## config.mk

```make
export PLATFORM = sky130hd
export DESIGN_NAME = dhe_dma_ctrl
export DESIGN_NICKNAME = d
export VERILOG_FILES = /design/src/hw/dhe_pkg.sv /design/src/hw/dhe_sync.sv /design/src/hw/dhe_dma_ctrl.sv
export SDC_FILE = /design/constraint.sdc
export NUM_CORES = 1
export LEC_CHECK = 0
export ABC_AREA = 1
export ABC_CLOCK_PERIOD_IN_PS = 4100
export BUFFER_PORTS_ARGS = -buffer_cell sky130_fd_sc_hd__buf_4
export CAP_MARGIN = 20
export CORE_ASPECT_RATIO = 2
export CORE_MARGIN = 2
export CORE_UTILIZATION = 55
export CTS_BUF_LIST = sky130_fd_sc_hd__clkbuf_2
export CTS_CLUSTER_DIAMETER = 80
export CTS_CLUSTER_SIZE = 14
export DETAILED_ROUTE_END_ITERATION = 7
export PLACE_DENSITY = 0.95
export REMOVE_ABC_BUFFERS = 1
export SLEW_MARGIN = 10
export SYNTH_ARGS = -nofsm -noshare
export SYNTH_HDL_FRONTEND = slang
export SYNTH_SLANG_ARGS = --single-unit
export TNS_END_PERCENT = 20
```

## constraint.sdc

```tcl
create_clock -name clk -period 4.1 [get_ports clk]
set_input_delay 0.205 -clock clk [delete_from_list [all_inputs] [get_ports clk]]
set_output_delay 0.205 -clock clk [all_outputs]
set_load 0.01 [all_outputs]
```

## src/hw/dhe_pkg.sv

```systemverilog
// Constants and carrier types for the DMA handshake and end-of-transfer block.
// Assumes one device clock; pins are synchronised inside the top module.
// What this block does
// - Acknowledge-strobe mode bit selects strobe mode.
// - Strobe mode uses acknowledge; read/write strobes ignored.
// - Request out; acknowledge confirms; end input terminates.
// - Bulk ends: end input, count, short, disable.
// - OUT end input stops, discards current buffer.
// - IN end stops, validates packet for sending.
// - Count termination only with counter enable.
// - Sixteen-bit byte count register held.
// - Internal counter loads when DMA enabled.
// - Count reached raises end, halts DMA.
// - Short packet stops after its bytes move.
// - IN short mode ends at zero midbuffer.
// - Disable stops DMA without any interrupt.
// - Isochronous also ends on end-of-packet.
// - Acknowledge selects configured endpoint index.
// - Direction bit: zero OUT read, one IN write.
// - Single drops request per unit; burst per cycle.
package dhe_pkg;

    localparam int CNT_W      = 16;
    localparam int EP_IDX_W   = 4;
    localparam int BURST_W    = 5;
    localparam logic [CNT_W-1:0]   CNT_RST   = 16'h0000;
    localparam logic [BURST_W-1:0] BURST_MAX = 5'h10;
    localparam logic [BURST_W-1:0] BURST_ONE = 5'h01;

    // Configuration from the register side of the device.
    typedef struct packed {
        logic                dma_enable_bit;
        logic                ack_strobe_mode_sel;
        logic                count_term_en;
        logic                short_pkt_term_en;
        logic                burst_mode;
        logic [BURST_W-1:0]  burst_len;
        logic [EP_IDX_W-1:0] dma_ep_index;
        logic [CNT_W-1:0]    dma_count;
    } dhe_cfg_t;

    // State of the endpoint selected by dma_ep_index.
    typedef struct packed {
        logic ep_direction_bit;
        logic ep_iso;
        logic buf_ready;
        logic short_pkt_last;
        logic usb_eop;
    } dhe_ep_t;

    // Commands and status towards the endpoint buffer manager.
    typedef struct packed {
        logic                xfer_stb;
        logic                xfer_write;
        logic [EP_IDX_W-1:0] xfer_ep;
        logic                discard_buf;
        logic                validate_buf;
        logic                dma_done;
        logic                dma_active;
    } dhe_buf_cmd_t;

    typedef enum logic [1:0] {
        DHE_END_EXT,
        DHE_END_CNT,
        DHE_END_PKT,
        DHE_END_DIS
    } dhe_end_t;

endpackage : dhe_pkg

```

## src/hw/dhe_sync.sv

```systemverilog
// Two-stage synchroniser for a vector of pin levels.
// Assumes the inputs are asynchronous to clk.
module dhe_sync #(
    parameter int W = 1
) (
    // Clock and reset
    input  wire logic         clk,
    input  wire logic         rst_n,
    // Data
    input  wire logic [W-1:0] d,
    output logic      [W-1:0] q
);
    logic [W-1:0] meta_q;

    always_ff @(posedge clk or negedge rst_n) begin
        if (!rst_n) begin
            meta_q <= '0;
            q      <= '0;
        end else begin
            meta_q <= d;
            q      <= meta_q;
        end
    end
endmodule // dhe_sync

```

## src/hw/dhe_dma_ctrl.sv

```systemverilog
// DMA request, acknowledge strobe and end-of-transfer control.
// Assumes the partner drives active-high acknowledge, strobes and end pins.
module dhe_dma_ctrl (
    // Clock and reset
    input  wire logic                  clk,
    input  wire logic                  arst_n,
    // Configuration and selected endpoint state
    input  wire dhe_pkg::dhe_cfg_t     cfg,
    input  wire dhe_pkg::dhe_ep_t      ep,
    // Link pins
    input  wire logic                  dma_ack_in,
    input  wire logic                  xfer_end_in,
    input  wire logic                  rd_strobe_in,
    input  wire logic                  wr_strobe_in,
    output logic                       dma_req_out,
    // Buffer manager side
    output dhe_pkg::dhe_buf_cmd_t      buf_cmd,
    output logic [dhe_pkg::CNT_W-1:0]  count_left,
    output logic [1:0]                 end_cause
);
    import dhe_pkg::*;

    // ----------------------------------------
    // Reset release and pin synchronisers
    // ----------------------------------------
    logic       rst_meta_q;
    logic       rst_n_q;
    logic [3:0] pin_s;

    always_ff @(posedge clk or negedge arst_n) begin
        if (!arst_n) begin
            rst_meta_q <= 1'b0;
            rst_n_q    <= 1'b0;
        end else begin
            rst_meta_q <= 1'b1;
            rst_n_q    <= rst_meta_q;
        end
    end

    dhe_sync #(.W(4)) u_sync (
        .clk   (clk),
        .rst_n (rst_n_q),
        .d     ({dma_ack_in, xfer_end_in, rd_strobe_in, wr_strobe_in}),
        .q     (pin_s)
    );

    wire ack_s = pin_s[3];
    wire end_s = pin_s[2];
    wire rd_s  = pin_s[1];
    wire wr_s  = pin_s[0];

    // ----------------------------------------
    // Strobe selection and edge detect
    // ----------------------------------------
    logic strobe_q;
    logic end_q;
    logic en_q;

    // Strobe mode takes acknowledge itself; otherwise a read or write strobe
    // qualified by acknowledge. Direction picks which strobe counts.
    wire dir_in      = ep.ep_direction_bit;
    wire legacy_stb  = ack_s & (dir_in ? wr_s : rd_s);
    wire strobe_lvl  = cfg.ack_strobe_mode_sel ? ack_s : legacy_stb;
    wire strobe_fall = strobe_q & ~strobe_lvl;
    wire end_rise    = end_s & ~end_q;
    wire en_rise     = cfg.dma_enable_bit & ~en_q;
    wire en_fall     = ~cfg.dma_enable_bit & en_q;

    // ----------------------------------------
    // Transfer state
    // ----------------------------------------
    typedef enum logic [1:0] {
        ST_IDLE,
        ST_RUN,
        ST_DONE
    } dhe_st_t;

    dhe_st_t             st_q, st_d;
    logic [CNT_W-1:0]    cnt_q, cnt_d;
    logic [BURST_W-1:0]  burst_q, burst_d;
    logic                req_q, req_d;
    dhe_buf_cmd_t        cmd_q, cmd_d;
    logic [1:0]          cause_q, cause_d;

    wire unit_done  = (st_q == ST_RUN) & strobe_fall;
    wire cnt_last   = (cnt_q == 16'h0001);
    wire cnt_hit    = cfg.count_term_en & unit_done & cnt_last;
    wire short_hit  = cfg.short_pkt_term_en & ~ep.ep_iso & unit_done
                    & (dir_in ? cnt_last : ep.short_pkt_last);
    wire eop_hit    = ep.ep_iso & ep.usb_eop & (st_q == ST_RUN);
    wire ext_hit    = end_rise & (st_q == ST_RUN);
    wire burst_end  = ~cfg.burst_mode | (burst_q == BURST_ONE);
    // A programmed length of zero stands for a burst of BURST_MAX (16) units.
    wire logic [BURST_W-1:0] burst_len1 = (cfg.burst_len == '0) ? BURST_MAX : cfg.burst_len;

    always_comb begin
        st_d    = st_q;
        cnt_d   = cnt_q;
        burst_d = burst_q;
        req_d   = req_q;
        cause_d = cause_q;
        cmd_d   = '0;
        cmd_d.xfer_ep    = cfg.dma_ep_index;
        cmd_d.xfer_write = dir_in;
        cmd_d.dma_active = (st_q == ST_RUN);
        case (st_q)
            ST_IDLE: begin
                req_d = 1'b0;
                if (en_rise) begin
                    cnt_d   = cfg.dma_count;
                    burst_d = burst_len1;
                    st_d    = ST_RUN;
                end
            end
            ST_RUN: begin
                if (unit_done) begin
                    cmd_d.xfer_stb = 1'b1;
                    cnt_d          = cnt_q - 16'h0001;
                    burst_d        = burst_end ? burst_len1 : burst_q - BURST_ONE;
                end
                // Drop request after each unit in single mode, or at the end of a burst.
                if (unit_done && burst_end) begin
                    req_d = 1'b0;
                end else if (!ack_s) begin
                    req_d = cfg.dma_enable_bit & ep.buf_ready;
                end
                if (en_fall) begin
                    st_d    = ST_IDLE;
                    req_d   = 1'b0;
                    cause_d = DHE_END_DIS;
                end else if (ext_hit) begin
                    st_d               = ST_DONE;
                    req_d              = 1'b0;
                    cause_d            = DHE_END_EXT;
                    cmd_d.discard_buf  = ~dir_in;
                    cmd_d.validate_buf = dir_in;
                    cmd_d.dma_done     = 1'b1;
                end else if (cnt_hit || short_hit || eop_hit) begin
                    st_d               = ST_DONE;
                    req_d              = 1'b0;
                    cause_d            = cnt_hit ? DHE_END_CNT : DHE_END_PKT;
                    cmd_d.validate_buf = dir_in;
                    cmd_d.dma_done     = 1'b1;
                end
            end
            ST_DONE: begin
                req_d = 1'b0;
                if (!cfg.dma_enable_bit) begin
                    st_d = ST_IDLE;
                end
            end
            default: begin
                st_d  = ST_IDLE;
                req_d = 1'b0;
            end
        endcase
    end

    always_ff @(posedge clk or negedge rst_n_q) begin
        if (!rst_n_q) begin
            st_q     <= ST_IDLE;
            cnt_q    <= CNT_RST;
            burst_q  <= BURST_ONE;
            req_q    <= 1'b0;
            cmd_q    <= '0;
            cause_q  <= DHE_END_EXT;
            strobe_q <= 1'b0;
            end_q    <= 1'b0;
            en_q     <= 1'b0;
        end else begin
            st_q     <= st_d;
            cnt_q    <= cnt_d;
            burst_q  <= burst_d;
            req_q    <= req_d;
            cmd_q    <= cmd_d;
            cause_q  <= cause_d;
            strobe_q <= strobe_lvl;
            end_q    <= end_s;
            en_q     <= cfg.dma_enable_bit;
        end
    end

    assign dma_req_out = req_q;
    assign buf_cmd     = cmd_q;
    assign count_left  = cnt_q;
    assign end_cause   = cause_q;
endmodule // dhe_dma_ctrl

```

## After elaboration in Yosys (flattened, before gate mapping)

Cells that the tools add are included.

- $add $sub $neg: 2
- Equality and inequality tests: 9
- Mux-type cells: 34
- Bitwise gates (word level): 23
- Reductions and logical operators: 10

Operator list:

| operator | number |
|---|---|
| $mux 16 | 2 |
| $pmux 16 s2 | 1 |
| $mux 2 | 11 |
| $mux 5 | 4 |
| $eq 16x1->1 const B | 1 |
| $sub 16x1->16 const B | 1 |
| $and 1x1->1 | 15 |
| $mux 1 | 12 |
| $pmux 5 s2 | 1 |
| $not 1->1 | 7 |
| $mux 3 | 2 |
| $ne 6x6->1 const B | 1 |
| $pmux 2 s3 | 1 |
| $reduce_and 3->1 | 2 |
| $eq 5x1->1 const B | 1 |
| $logic_not 5->1 | 1 |
| $sub 5x1->5 const B | 1 |
| $ne 2x2->1 const B | 2 |
| $ne 4x2->1 const B | 1 |
| $reduce_bool 3->1 | 1 |
| $eq 2x1->1 const B | 1 |
| $eq 2x2->1 const B | 1 |
| $logic_not 2->1 | 1 |
| $logic_or 1x1->1 | 2 |
| 5 further kinds | 5 |

- Register bits: 49
- Logic and storage cells: 97

## Depth between registers and ports, before layout

Gate-level depths: netlist (run 1).

- Depth in word-level cells: 14
- Mapped depth: 11
- Gate-level depth less buffers: 11

## Cells and area by module

A second synthesis (run 1) with hierarchy kept.

- Cell total of the unflattened synthesis: 298
- Area, all modules: 2,412.3 µm²

By module, submodules not included:

| module | times used | cells an instance | area an instance (µm²) | sequential area each (µm²) |
|---|---|---|---|---|
| dhe_dma_ctrl | 1 | 290 | 2,212.1 | 1,027.2 |
| dhe_sync | 1 | 8 | 200.2 | 200.2 |

## Least setup slack after synthesis (run 1)

No wires, ideal clock.

- Kind: reg-to-reg
- Start: register cnt_q[1], in the netlist count_left[1]
- End: register cnt_q[12], in the netlist count_left[12]
- Setup time: 0.065 ns
- Arrival time: 1.401 ns
- Required time: 4.035 ns
- Path slack: 2.634 ns
- Cell stages (with the launch flop): 10
- Buffers on the path: 0
- Cells stage by stage: dfrtp_1 > inv_1 > ha_1 > nand3_1 > nor2_2 > nand2_1 > xor2_1 > o21ai_1 > nand2_1 > nand2_1

- Longest elaborated chain between the ends: 3

Ends and longest elaborated chain:

| element | RTL line | source |
|---|---|---|
| start: declaration | dhe_dma_ctrl.sv:79 | `logic [CNT_W-1:0] cnt_q, cnt_d;` |
| start signal: assignment | dhe_dma_ctrl.sv:172 | `cnt_q <= cnt_d;` |
| $sub 16x1->16 | dhe_dma_ctrl.sv:118 | `cnt_d = cnt_q - 16'h0001;` |
| $mux 16 | dhe_dma_ctrl.sv:116 | `if (unit_done) begin` |
| $pmux 16 s2 | dhe_dma_ctrl.sv:106 | `case (st_q)` |

Every way passes these cells. The select of a mux whose other input is x is not followed.
A chain may end at the register's enable or synchronous reset.

## Final worst setup path (run 1)

- Start: register st_q[1]
- End: register cnt_q[11], in the netlist count_left[11]

- Longest elaborated chain between the ends: 4
- Elaborated cells between the ends (all ways): 8

Ends and longest elaborated chain:

| element | RTL line | source |
|---|---|---|
| start: declaration | dhe_dma_ctrl.sv:78 | `dhe_st_t st_q, st_d;` |
| start signal: assignment | dhe_dma_ctrl.sv:171 | `st_q <= st_d;` |
| $eq 2x1->1 | dhe_dma_ctrl.sv:85, dhe_dma_ctrl.sv:106 |  |
| $and 1x1->1 | dhe_dma_ctrl.sv:85 | `wire unit_done = (st_q == ST_RUN) & strobe_fall;` |
| $ne 2x1->1 (no line) | - |  |
| $reduce_and 3->1 (no line) | - |  |

Several ways; a longest one is shown, not always the timed one.

==> impl_summary.log, run 1 <==
INFO  metric die_h = 99.5 um
INFO  metric multi_input_combinational_cell_area = approximately 1100 um2
INFO  metric final_net_count = roughly 420
INFO  metric clock-skew-final = 0.0136 ns
INFO  metric detailed_place.area = ~3000 um2
INFO  metric num_vias = about 2300
INFO  metric final_antenna_net_count = 0
INFO  metric syn2layout_area_growth = 29.6%
INFO  metric grt_antenna_before_repair = 0
INFO  metric synth.yosys.seq_area_share = 0.490
INFO  metric overflow = 0
INFO  metric cts_tree = done
INFO  metric finish.cell_count_without_fillers = roughly 430
INFO  metric wirelength = 5.86 mm
INFO  metric regArea = between 1000 and 1500 um2
INFO  metric crit_path_cell_trace = inv_2 -> nand2_2 -> nor2_4 -> nand2_4 -> a21oi_4 -> inv_4 -> o21ai_0 -> nand2_1
INFO  metric grt_pass1_wl = about 9.6 mm
INFO  metric detail_route.vias_per_cell = approximately 5.2
INFO  metric power_density = 639 nW/um2
INFO  metric clock_sinks = 49
INFO  metric rsz0062_at_grt = false
INFO  metric worstPathArrival = 2.62 ns
INFO  metric finalMaxSlewViolations = 0
INFO  metric place.detailed.instances = 411
INFO  metric post_synth_mux_area_share = 0
INFO  metric critical_path_class = flip-flop to flip-flop
INFO  metric cts_made_buffers = 5
INFO  metric flops_latches_synth = about 50
INFO  metric cells_after_synth = slightly below 300
INFO  metric drv.max_cap_violation_count = 0
INFO  metric fp.dieArea = 5150 um2
INFO  metric core_region_area = 4380 um2
INFO  metric reg2reg_depth = 8
INFO  metric die_width = between 50 and 60 um
INFO  metric synth_area = 2510 um2
INFO  metric vdd_drop_max = between 0.0004 and 0.0005 V
INFO  metric floorplan.io_pins = 70
INFO  metric post-route-drc-count = 0
INFO  metric final.fill_count = 302
INFO  metric run_status = finished, final reports clean
INFO  metric final_area = 3250 um2
INFO  metric clkTransAtPathRegs = 0.26 ns
INFO  metric final_min_period_over_clock_period = 0.552
INFO  metric synth_cell_types = 36
INFO  metric synthesis.area_per_instance = 8.52 um2
INFO  metric report.final.hold_viol_count = 0
INFO  metric first_iter_violations = 50
INFO  metric holdPathStages = 3
INFO  metric gp_routability_congestion = 0.846
INFO  metric min-delay-path-class = primary input to flip-flop
INFO  metric timing.critical_path.required = 4.46 ns
INFO  metric holdWs = around 0.016 ns
INFO  metric synth-compound-area-share = 0.121
INFO  metric routedWlPerCell = 13.5 um
INFO  metric end_kind = flip-flop
INFO  metric cts_setup_buffers = 0
INFO  metric synth_fa_ha_area_frac = 0.0200
INFO  metric yosys.area_share.simple = 0.257
INFO  metric track_usage = 0.247
INFO  metric final_layout_size_suffix_gt1_frac = 0.285
INFO  metric rows = 34
INFO  metric xor_xnor_cell_area_share_of_the_yosys_netlist = 0.0384
INFO  metric timing.fmax = 442 MHz
INFO  metric drt_pass1_iterations = 4
INFO  metric cp_slowest_cell = sky130_fd_sc_hd__a21oi_4
INFO  metric worstPathMaxFanout = 25
INFO  metric diodes = 0
INFO  metric mostFrequentLayoutCell = sky130_fd_sc_hd__buf_4
INFO  metric setup_total_negative_slack = 0 ns
INFO  metric worst_skew_pair.late_latency = ~0.44 ns
INFO  metric power.leakage = approximately 1.6 nW
INFO  metric critical_path.startpoint_type = flip-flop
INFO  metric total_power = between 2 and 2.5 mW
INFO  metric grt_pass1_vias = about 2200
INFO  metric finish.utilization = 0.741
INFO  metric setup_viol = 0
INFO  metric grt_start_max_net_pins = 48
INFO  metric cts_max_path_buffers = 2
INFO  metric worstMarginPinSlew = roughly 0.8 ns
INFO  metric ctsHtreeMaxLevel = 2
INFO  metric synth_top_family_by_area = simple AND/OR/NAND/NOR gates
INFO  metric postLayoutSetupSlackWorst = 1.84 ns
INFO  metric dp.final_hpwl = 4.25 mm
INFO  metric placement.setup.worst_slack = about 1.9 ns
INFO  metric yosysWarningCount = 0
INFO  metric io_buffers = 69
INFO  metric cts_root_buffer = sky130_fd_sc_hd__clkbuf_2
INFO  metric most_used_cells_in_the_layout_excluding_fill_and_tap_cells = sky130_fd_sc_hd__buf_4 (69), sky130_fd_sc_hd__nand2_1 (65), sky130_fd_sc_hd__dfrtp_1 (47), sky130_fd_sc_hd__nor2_1 (38), sky130_fd_sc_hd__inv_1 (30)
INFO  metric initial_utilization = 0.572
INFO  metric critPathMaxStageDelay = 0.66 ns
INFO  metric period_minus_slack = roughly 2.3 ns
INFO  metric slew_headroom = 0.454
## where the power goes
| group | total [mW] | switching [mW] | internal [mW] |
|---|---|---|---|
| logic | 1.08 | 0.642 | 0.435 |
| registers | 0.793 | 0.160 | 0.633 |
| clock network | 0.204 | 0.161 | 0.0437 |
## worst paths after layout
kind,start,endpoint,slack [ns]
min in group asynchronous,arst_n,rst_n_q,0.04
worst max-delay path,st_q[1],count_left[11],1.84
worst min-delay path,cfg[21],burst_q[1],0.02
max in group asynchronous,rst_n_q,burst_q[0],3.25
worst min register to register,rst_n_q,u_sync.meta_q[0],0.26
worst max register to register,st_q[1],count_left[11],1.84
## cells in the mapped netlist
library cell | number | area [um2]
sky130_fd_sc_hd__o21ai_1 | 3 | 15.0
sky130_fd_sc_hd__conb_1 | 1 | 3.75
sky130_fd_sc_hd__or3_1 | 1 | 6.26
sky130_fd_sc_hd__nand3_1 | 22 | 110
sky130_fd_sc_hd__nor4_1 | 1 | 6.26
sky130_fd_sc_hd__xor2_1 | 7 | 61.3
sky130_fd_sc_hd__o211ai_2 | 3 | 37.5
sky130_fd_sc_hd__o22ai_2 | 1 | 12.5
sky130_fd_sc_hd__nand3_2 | 1 | 10.0
sky130_fd_sc_hd__a21oi_1 | 4 | 20.0
sky130_fd_sc_hd__nor3b_1 | 1 | 7.51
sky130_fd_sc_hd__nor2_2 | 2 | 12.5
sky130_fd_sc_hd__nor3_1 | 2 | 10.0
sky130_fd_sc_hd__buf_6 | 2 | 22.5
sky130_fd_sc_hd__a21oi_4 | 1 | 16.3
sky130_fd_sc_hd__dfstp_2 | 1 | 26.3
sky130_fd_sc_hd__clkbuf_1 | 2 | 7.51
sky130_fd_sc_hd__inv_1 | 30 | 113
sky130_fd_sc_hd__dfrtp_1 | 48 | 1200
sky130_fd_sc_hd__o22ai_1 | 1 | 6.26
sky130_fd_sc_hd__ha_1 | 4 | 50.1
sky130_fd_sc_hd__buf_2 | 1 | 5.00
sky130_fd_sc_hd__nor2_4 | 3 | 33.8
sky130_fd_sc_hd__inv_2 | 3 | 11.3
sky130_fd_sc_hd__nand4_1 | 3 | 18.8
sky130_fd_sc_hd__nand2_4 | 1 | 11.3
sky130_fd_sc_hd__xnor2_1 | 4 | 35.0
sky130_fd_sc_hd__a31oi_4 | 1 | 21.3
sky130_fd_sc_hd__a22oi_1 | 1 | 7.51
sky130_fd_sc_hd__inv_4 | 1 | 6.26
sky130_fd_sc_hd__nand2_1 | 65 | 244
sky130_fd_sc_hd__o21ai_2 | 6 | 52.6
sky130_fd_sc_hd__o21ai_0 | 23 | 115
sky130_fd_sc_hd__nand2_2 | 5 | 31.3
sky130_fd_sc_hd__buf_8 | 1 | 15.0
sky130_fd_sc_hd__nor2_1 | 38 | 143
## cell families after synthesis
group	after synthesis
buf+inv	40
flops	49
xor+xnor	11
simple gates	145
fa+ha+maj	4
other cells	1
compound gates	44
## state kept, by name, indices dropped and copies added, names as in the netlist, 2 cells and up
signal         flops
buf_cmd           10
end_cause          2
count_left        16
burst_q            5
u_sync.q           4
st_q               2
u_sync.meta_q      4
## cell type report
cell class,count,share of cell area
timing repair buffer,83,0.208
tap,54,0.0208
clock inverter,3,0.00693
inverter,34,0.0401
multi-input combinational,205,0.338
sequential,49,0.378
clock buffer,5,0.00770
## layer usage
metal | share of wire | vias up | track usage
li1 | - | 1101 | -
met2 | 0.57 | 66 | 0.457
met3 | 0.036 | 10 | 0.0285
met5 | 0 | - | 0
met1 | 0.37 | 1081 | 0.277
met4 | 0.023 | 0 | 0.0951
## timing repair
action                     CTS  global route
setup endpoints to repair    0             0
hold endpoints to repair    15             0
gates resized for setup      0             0
hold buffers                13             0
## worst max-delay path, delay by kind of cell, from the launching register on
family / cells / cell delay (ns)
AOI/OAI and AO/OA: 2 / 0.88
buffers and inverters: 2 / 0.31
DFF: 1 / 0.47
and+or+nand+nor: 4 / 0.52
Power figures use the tool's default switching activity.
==> inputs of run 2 (changes only) <==
--- a/config.mk
+++ b/config.mk
@@ -6,17 +6,17 @@
 export NUM_CORES = 1
 export LEC_CHECK = 0
 export ABC_AREA = 1
-export ABC_CLOCK_PERIOD_IN_PS = 4100
+export ABC_CLOCK_PERIOD_IN_PS = 1850
 export BUFFER_PORTS_ARGS = -buffer_cell sky130_fd_sc_hd__buf_4
 export CAP_MARGIN = 20
 export CORE_ASPECT_RATIO = 2
 export CORE_MARGIN = 2
-export CORE_UTILIZATION = 55
+export CORE_UTILIZATION = 49
 export CTS_BUF_LIST = sky130_fd_sc_hd__clkbuf_2
 export CTS_CLUSTER_DIAMETER = 80
 export CTS_CLUSTER_SIZE = 14
 export DETAILED_ROUTE_END_ITERATION = 7
-export PLACE_DENSITY = 0.95
+export PLACE_DENSITY = 0.9
 export REMOVE_ABC_BUFFERS = 1
 export SLEW_MARGIN = 10
 export SYNTH_ARGS = -nofsm -noshare
==> constraint.sdc (replaced) <==
create_clock -name clk -period 1.85 [get_ports clk]
set_input_delay 0.0925 -clock clk [delete_from_list [all_inputs] [get_ports clk]]
set_output_delay 0.0925 -clock clk [all_outputs]
set_load 0.01 [all_outputs]
==> run 2 against run 1 <==
  * Sequential cell count is the same
  * First-iteration DRC count grew 68%
  * Die area grew 12%
  * Maximum frequency grew 34%
  * Power grew 140%
  * Highest routed layer unchanged
  * Register-to-register slack lost 1.7 ns
  * Largest cell class unchanged
  * Sequential share of layout area shrank 3.1 points
  * Count of clock-buffer cells in the layout is the same
==> impl_summary.log, run 2 (same netlist as run 1, synthesis figures left out) <==
INFO  metric run_status = finished, final reports clean
INFO  metric critPathMaxStageDelay = 0.53 ns (-0.13 ns)
INFO  metric report.final.hold_viol_count = 0 (unchanged)
INFO  metric grt_pass1_wl = 10.7 mm (+11%)
INFO  metric final_min_period_over_clock_period = 0.912 (+0.361)
INFO  metric period_minus_slack = 1.69 ns (-0.573 ns)
INFO  metric wirelength = 6.61 mm (+13%)
INFO  metric post-route-drc-count = 0 (unchanged)
INFO  metric worstPathMaxFanout = 6 (-76%)
INFO  metric syn2layout_area_growth = 41.0%
INFO  metric vdd_drop_max = 0.00106 V (+140%)
INFO  metric rows = 36 (+5.9%)
INFO  metric grt_pass1_vias = 2496 (+13%)
INFO  metric hp-start = cfg[25]
INFO  metric finalMaxSlewViolations = 0 (unchanged)
INFO  metric setup_viol = 0 (unchanged)
INFO  metric mostFrequentLayoutCell = sky130_fd_sc_hd__buf_4
INFO  metric reg2reg_depth = 8 (unchanged)
INFO  metric wl_met1 = 2.29 mm (+5.4%)
INFO  metric drt_pass1_iterations = 4 (unchanged)
INFO  metric core_region_area = 4910 um2 (+12%)
INFO  metric route.met2.wl = 3.81 mm (+14%)
INFO  metric min-delay-path-class = primary input to flip-flop
INFO  metric holdWs = 0.0632 ns (+0.0469 ns)
INFO  metric crit_path_cell_trace = nor2_1 -> nand3_1 -> nor2_2 -> nand2_1 -> xor2_1 -> o21ai_1 -> nand2_1 -> nand2_1
INFO  metric highest_layer = met4
INFO  metric cts_max_path_buffers = 2 (unchanged)
INFO  metric final_net_count = 452 (+6.9%)
INFO  metric worst_skew_pair.late_latency = 0.47 ns (+0.03 ns)
INFO  metric ctsHtreeMaxLevel = 2 (unchanged)
INFO  metric power.leakage = 1.76 nW (+7.5%)
INFO  metric die_h = 105 um (+5.7%)
INFO  metric grt_start_max_net_pins = 36 (-25%)
INFO  metric drv.max_cap_violation_count = 0 (unchanged)
INFO  metric holdPathStages = 4 (+1)
INFO  metric largest_register_ff_count = 16 (unchanged)
INFO  metric grt_antenna_before_repair = 0 (unchanged)
INFO  metric overflow = 0 (unchanged)
INFO  metric cts_root_buffer = sky130_fd_sc_hd__clkbuf_2
INFO  metric floorplan.io_pins = 70 (unchanged)
INFO  metric most_used_cells_in_the_layout_excluding_fill_and_tap_cells = sky130_fd_sc_hd__buf_4 (75), sky130_fd_sc_hd__nand2_1 (65), sky130_fd_sc_hd__dfrtp_1 (47), sky130_fd_sc_hd__nor2_1 (37), sky130_fd_sc_hd__dlygate4sd3_1 (35)
INFO  metric gp_routability_congestion = 0.926 (+9.5%)
INFO  metric cp_slowest_cell = sky130_fd_sc_hd__dfrtp_1
INFO  metric worst_r2r_endpoint = count_left[12]
INFO  metric clock-skew-final = 0.0172 ns (+0.00366 ns)
INFO  metric num_vias = 2429 (+7.6%)
INFO  metric final_layout_size_suffix_gt1_frac = 0.287 (+0.00180)
INFO  metric routedWlPerCell = 14.2 um (+5.0%)
INFO  metric clock_sinks = 49 (unchanged)
INFO  metric critical_path.reg2reg.startpoint = count_left[4]
INFO  metric io_buffers = 69 (unchanged)
INFO  metric critical_path_class = flip-flop to flip-flop
INFO  metric cts_made_buffers = 5 (unchanged)
INFO  metric die_width = 54.6 um (+5.5%)
INFO  metric timing.critical_path.required = 2.28 ns (-2.18 ns)
INFO  metric timing.fmax = 592 MHz (+34%)
INFO  metric diodes = 0 (unchanged)
INFO  metric regToRegSetupSlack = 0.16 ns (-1.68 ns)
INFO  metric fp.dieArea = 5740 um2 (+12%)
INFO  metric dr_wl_met3 = 293 um (+40%)
INFO  metric clkTransAtPathRegs = 0.26 ns (about the same)
INFO  metric finish.utilization = 0.720 (-0.0216)
INFO  metric first_iter_violations = 84 (+68%)
INFO  metric setup_total_negative_slack = 0 ns (unchanged)
INFO  metric critical-path-top-cell-by-count = sky130_fd_sc_hd__nand2_1
INFO  metric hold_path_end = dma_req_out
INFO  metric initial_utilization = 0.510 (-0.0615)
INFO  metric end_kind = flip-flop
INFO  metric power_density = 1400 nW/um2 (+120%)
INFO  metric dp.final_hpwl = 4.48 mm (+5.4%)
INFO  metric final_antenna_net_count = 0 (unchanged)
INFO  metric detail_route.vias_per_cell = 5.22 (+0.17%)
INFO  metric rsz0062_at_grt = false
INFO  metric critical_path.startpoint_type = flip-flop
INFO  metric track_usage = 0.251 (+0.00471)
INFO  metric cts_tree = done
INFO  metric worstPathArrival = 2.12 ns (-0.50 ns)
[run 2: power breakdown]
part	internal, mW	switching, mW	leakage [nW]	total, mW
clock network	0.0956	0.374	0.0294	0.470
logic	1.16	1.55	1.13	2.71
registers	1.40	0.356	0.595	1.76
total	2.66	2.28	1.76	4.93
[run 2: timing repair]
action,4_1_cts,5_1_grt
gates resized for setup,0,2
hold buffers,35,0
setup endpoints to repair,0,3
hold endpoints to repair,39,0
setup buffers,0,2
[run 2: worst max-delay path by stage]
stage | cells after the start | slack [ns] | to | startpoint
6_report | 8 | 0.16 | count_left[12] | count_left[4]
5_1_grt | 10 | 0.0005 | end_cause[1] | count_left[4]
4_1_cts | 8 | 0.13 | count_left[11] | st_q[1]
3_5_place_dp | 8 | 0.18 | count_left[11] | st_q[1]
3_3_place_gp | 8 | 0.25 | count_left[11] | st_q[1]
2_1_floorplan | 8 | -0.03 | count_left[11] | st_q[1]
[run 2: through the flow]
step                instances  worst slack [ns]  instance area [um2]  total power, mW
CTS                       463             0.128                 3500             4.80
finish                    465             0.162                 3530             4.93
global route              465          0.000548                 3530             5.29
detailed placement        420             0.180                 3100             4.27
floorplan                 288           -0.0260                 2460             3.30
global placement          420             0.250                 3100             4.16
[run 2: layout make-up]
cell class / count / area [um2]
multi-input combinational: 205 / 1100
tap: 57 / 71.3
clock inverter: 3 / 21.3
sequential: 49 / 1230
fill: 366 / 1380
clock buffer: 5 / 25.0
timing repair buffer: 112 / 953
inverter: 34 / 130
[run 2: critical path, delay by kind of cell (launching register included)]
family / cells / cell delay, ns
XOR/XNOR: 1 / 0.14
AND/OR/NAND/NOR: 6 / 0.86
AO/OA/AOI/OAI: 1 / 0.12
flip-flops: 1 / 0.53
[run 2: routing by layer]
metal / global-route usage / up-vias
met5: 0 / -
met4: 0.134 / 0
met3: 0.0443 / 21
met2: 0.445 / 95
met1: 0.260 / 1150
li1: - / 1163
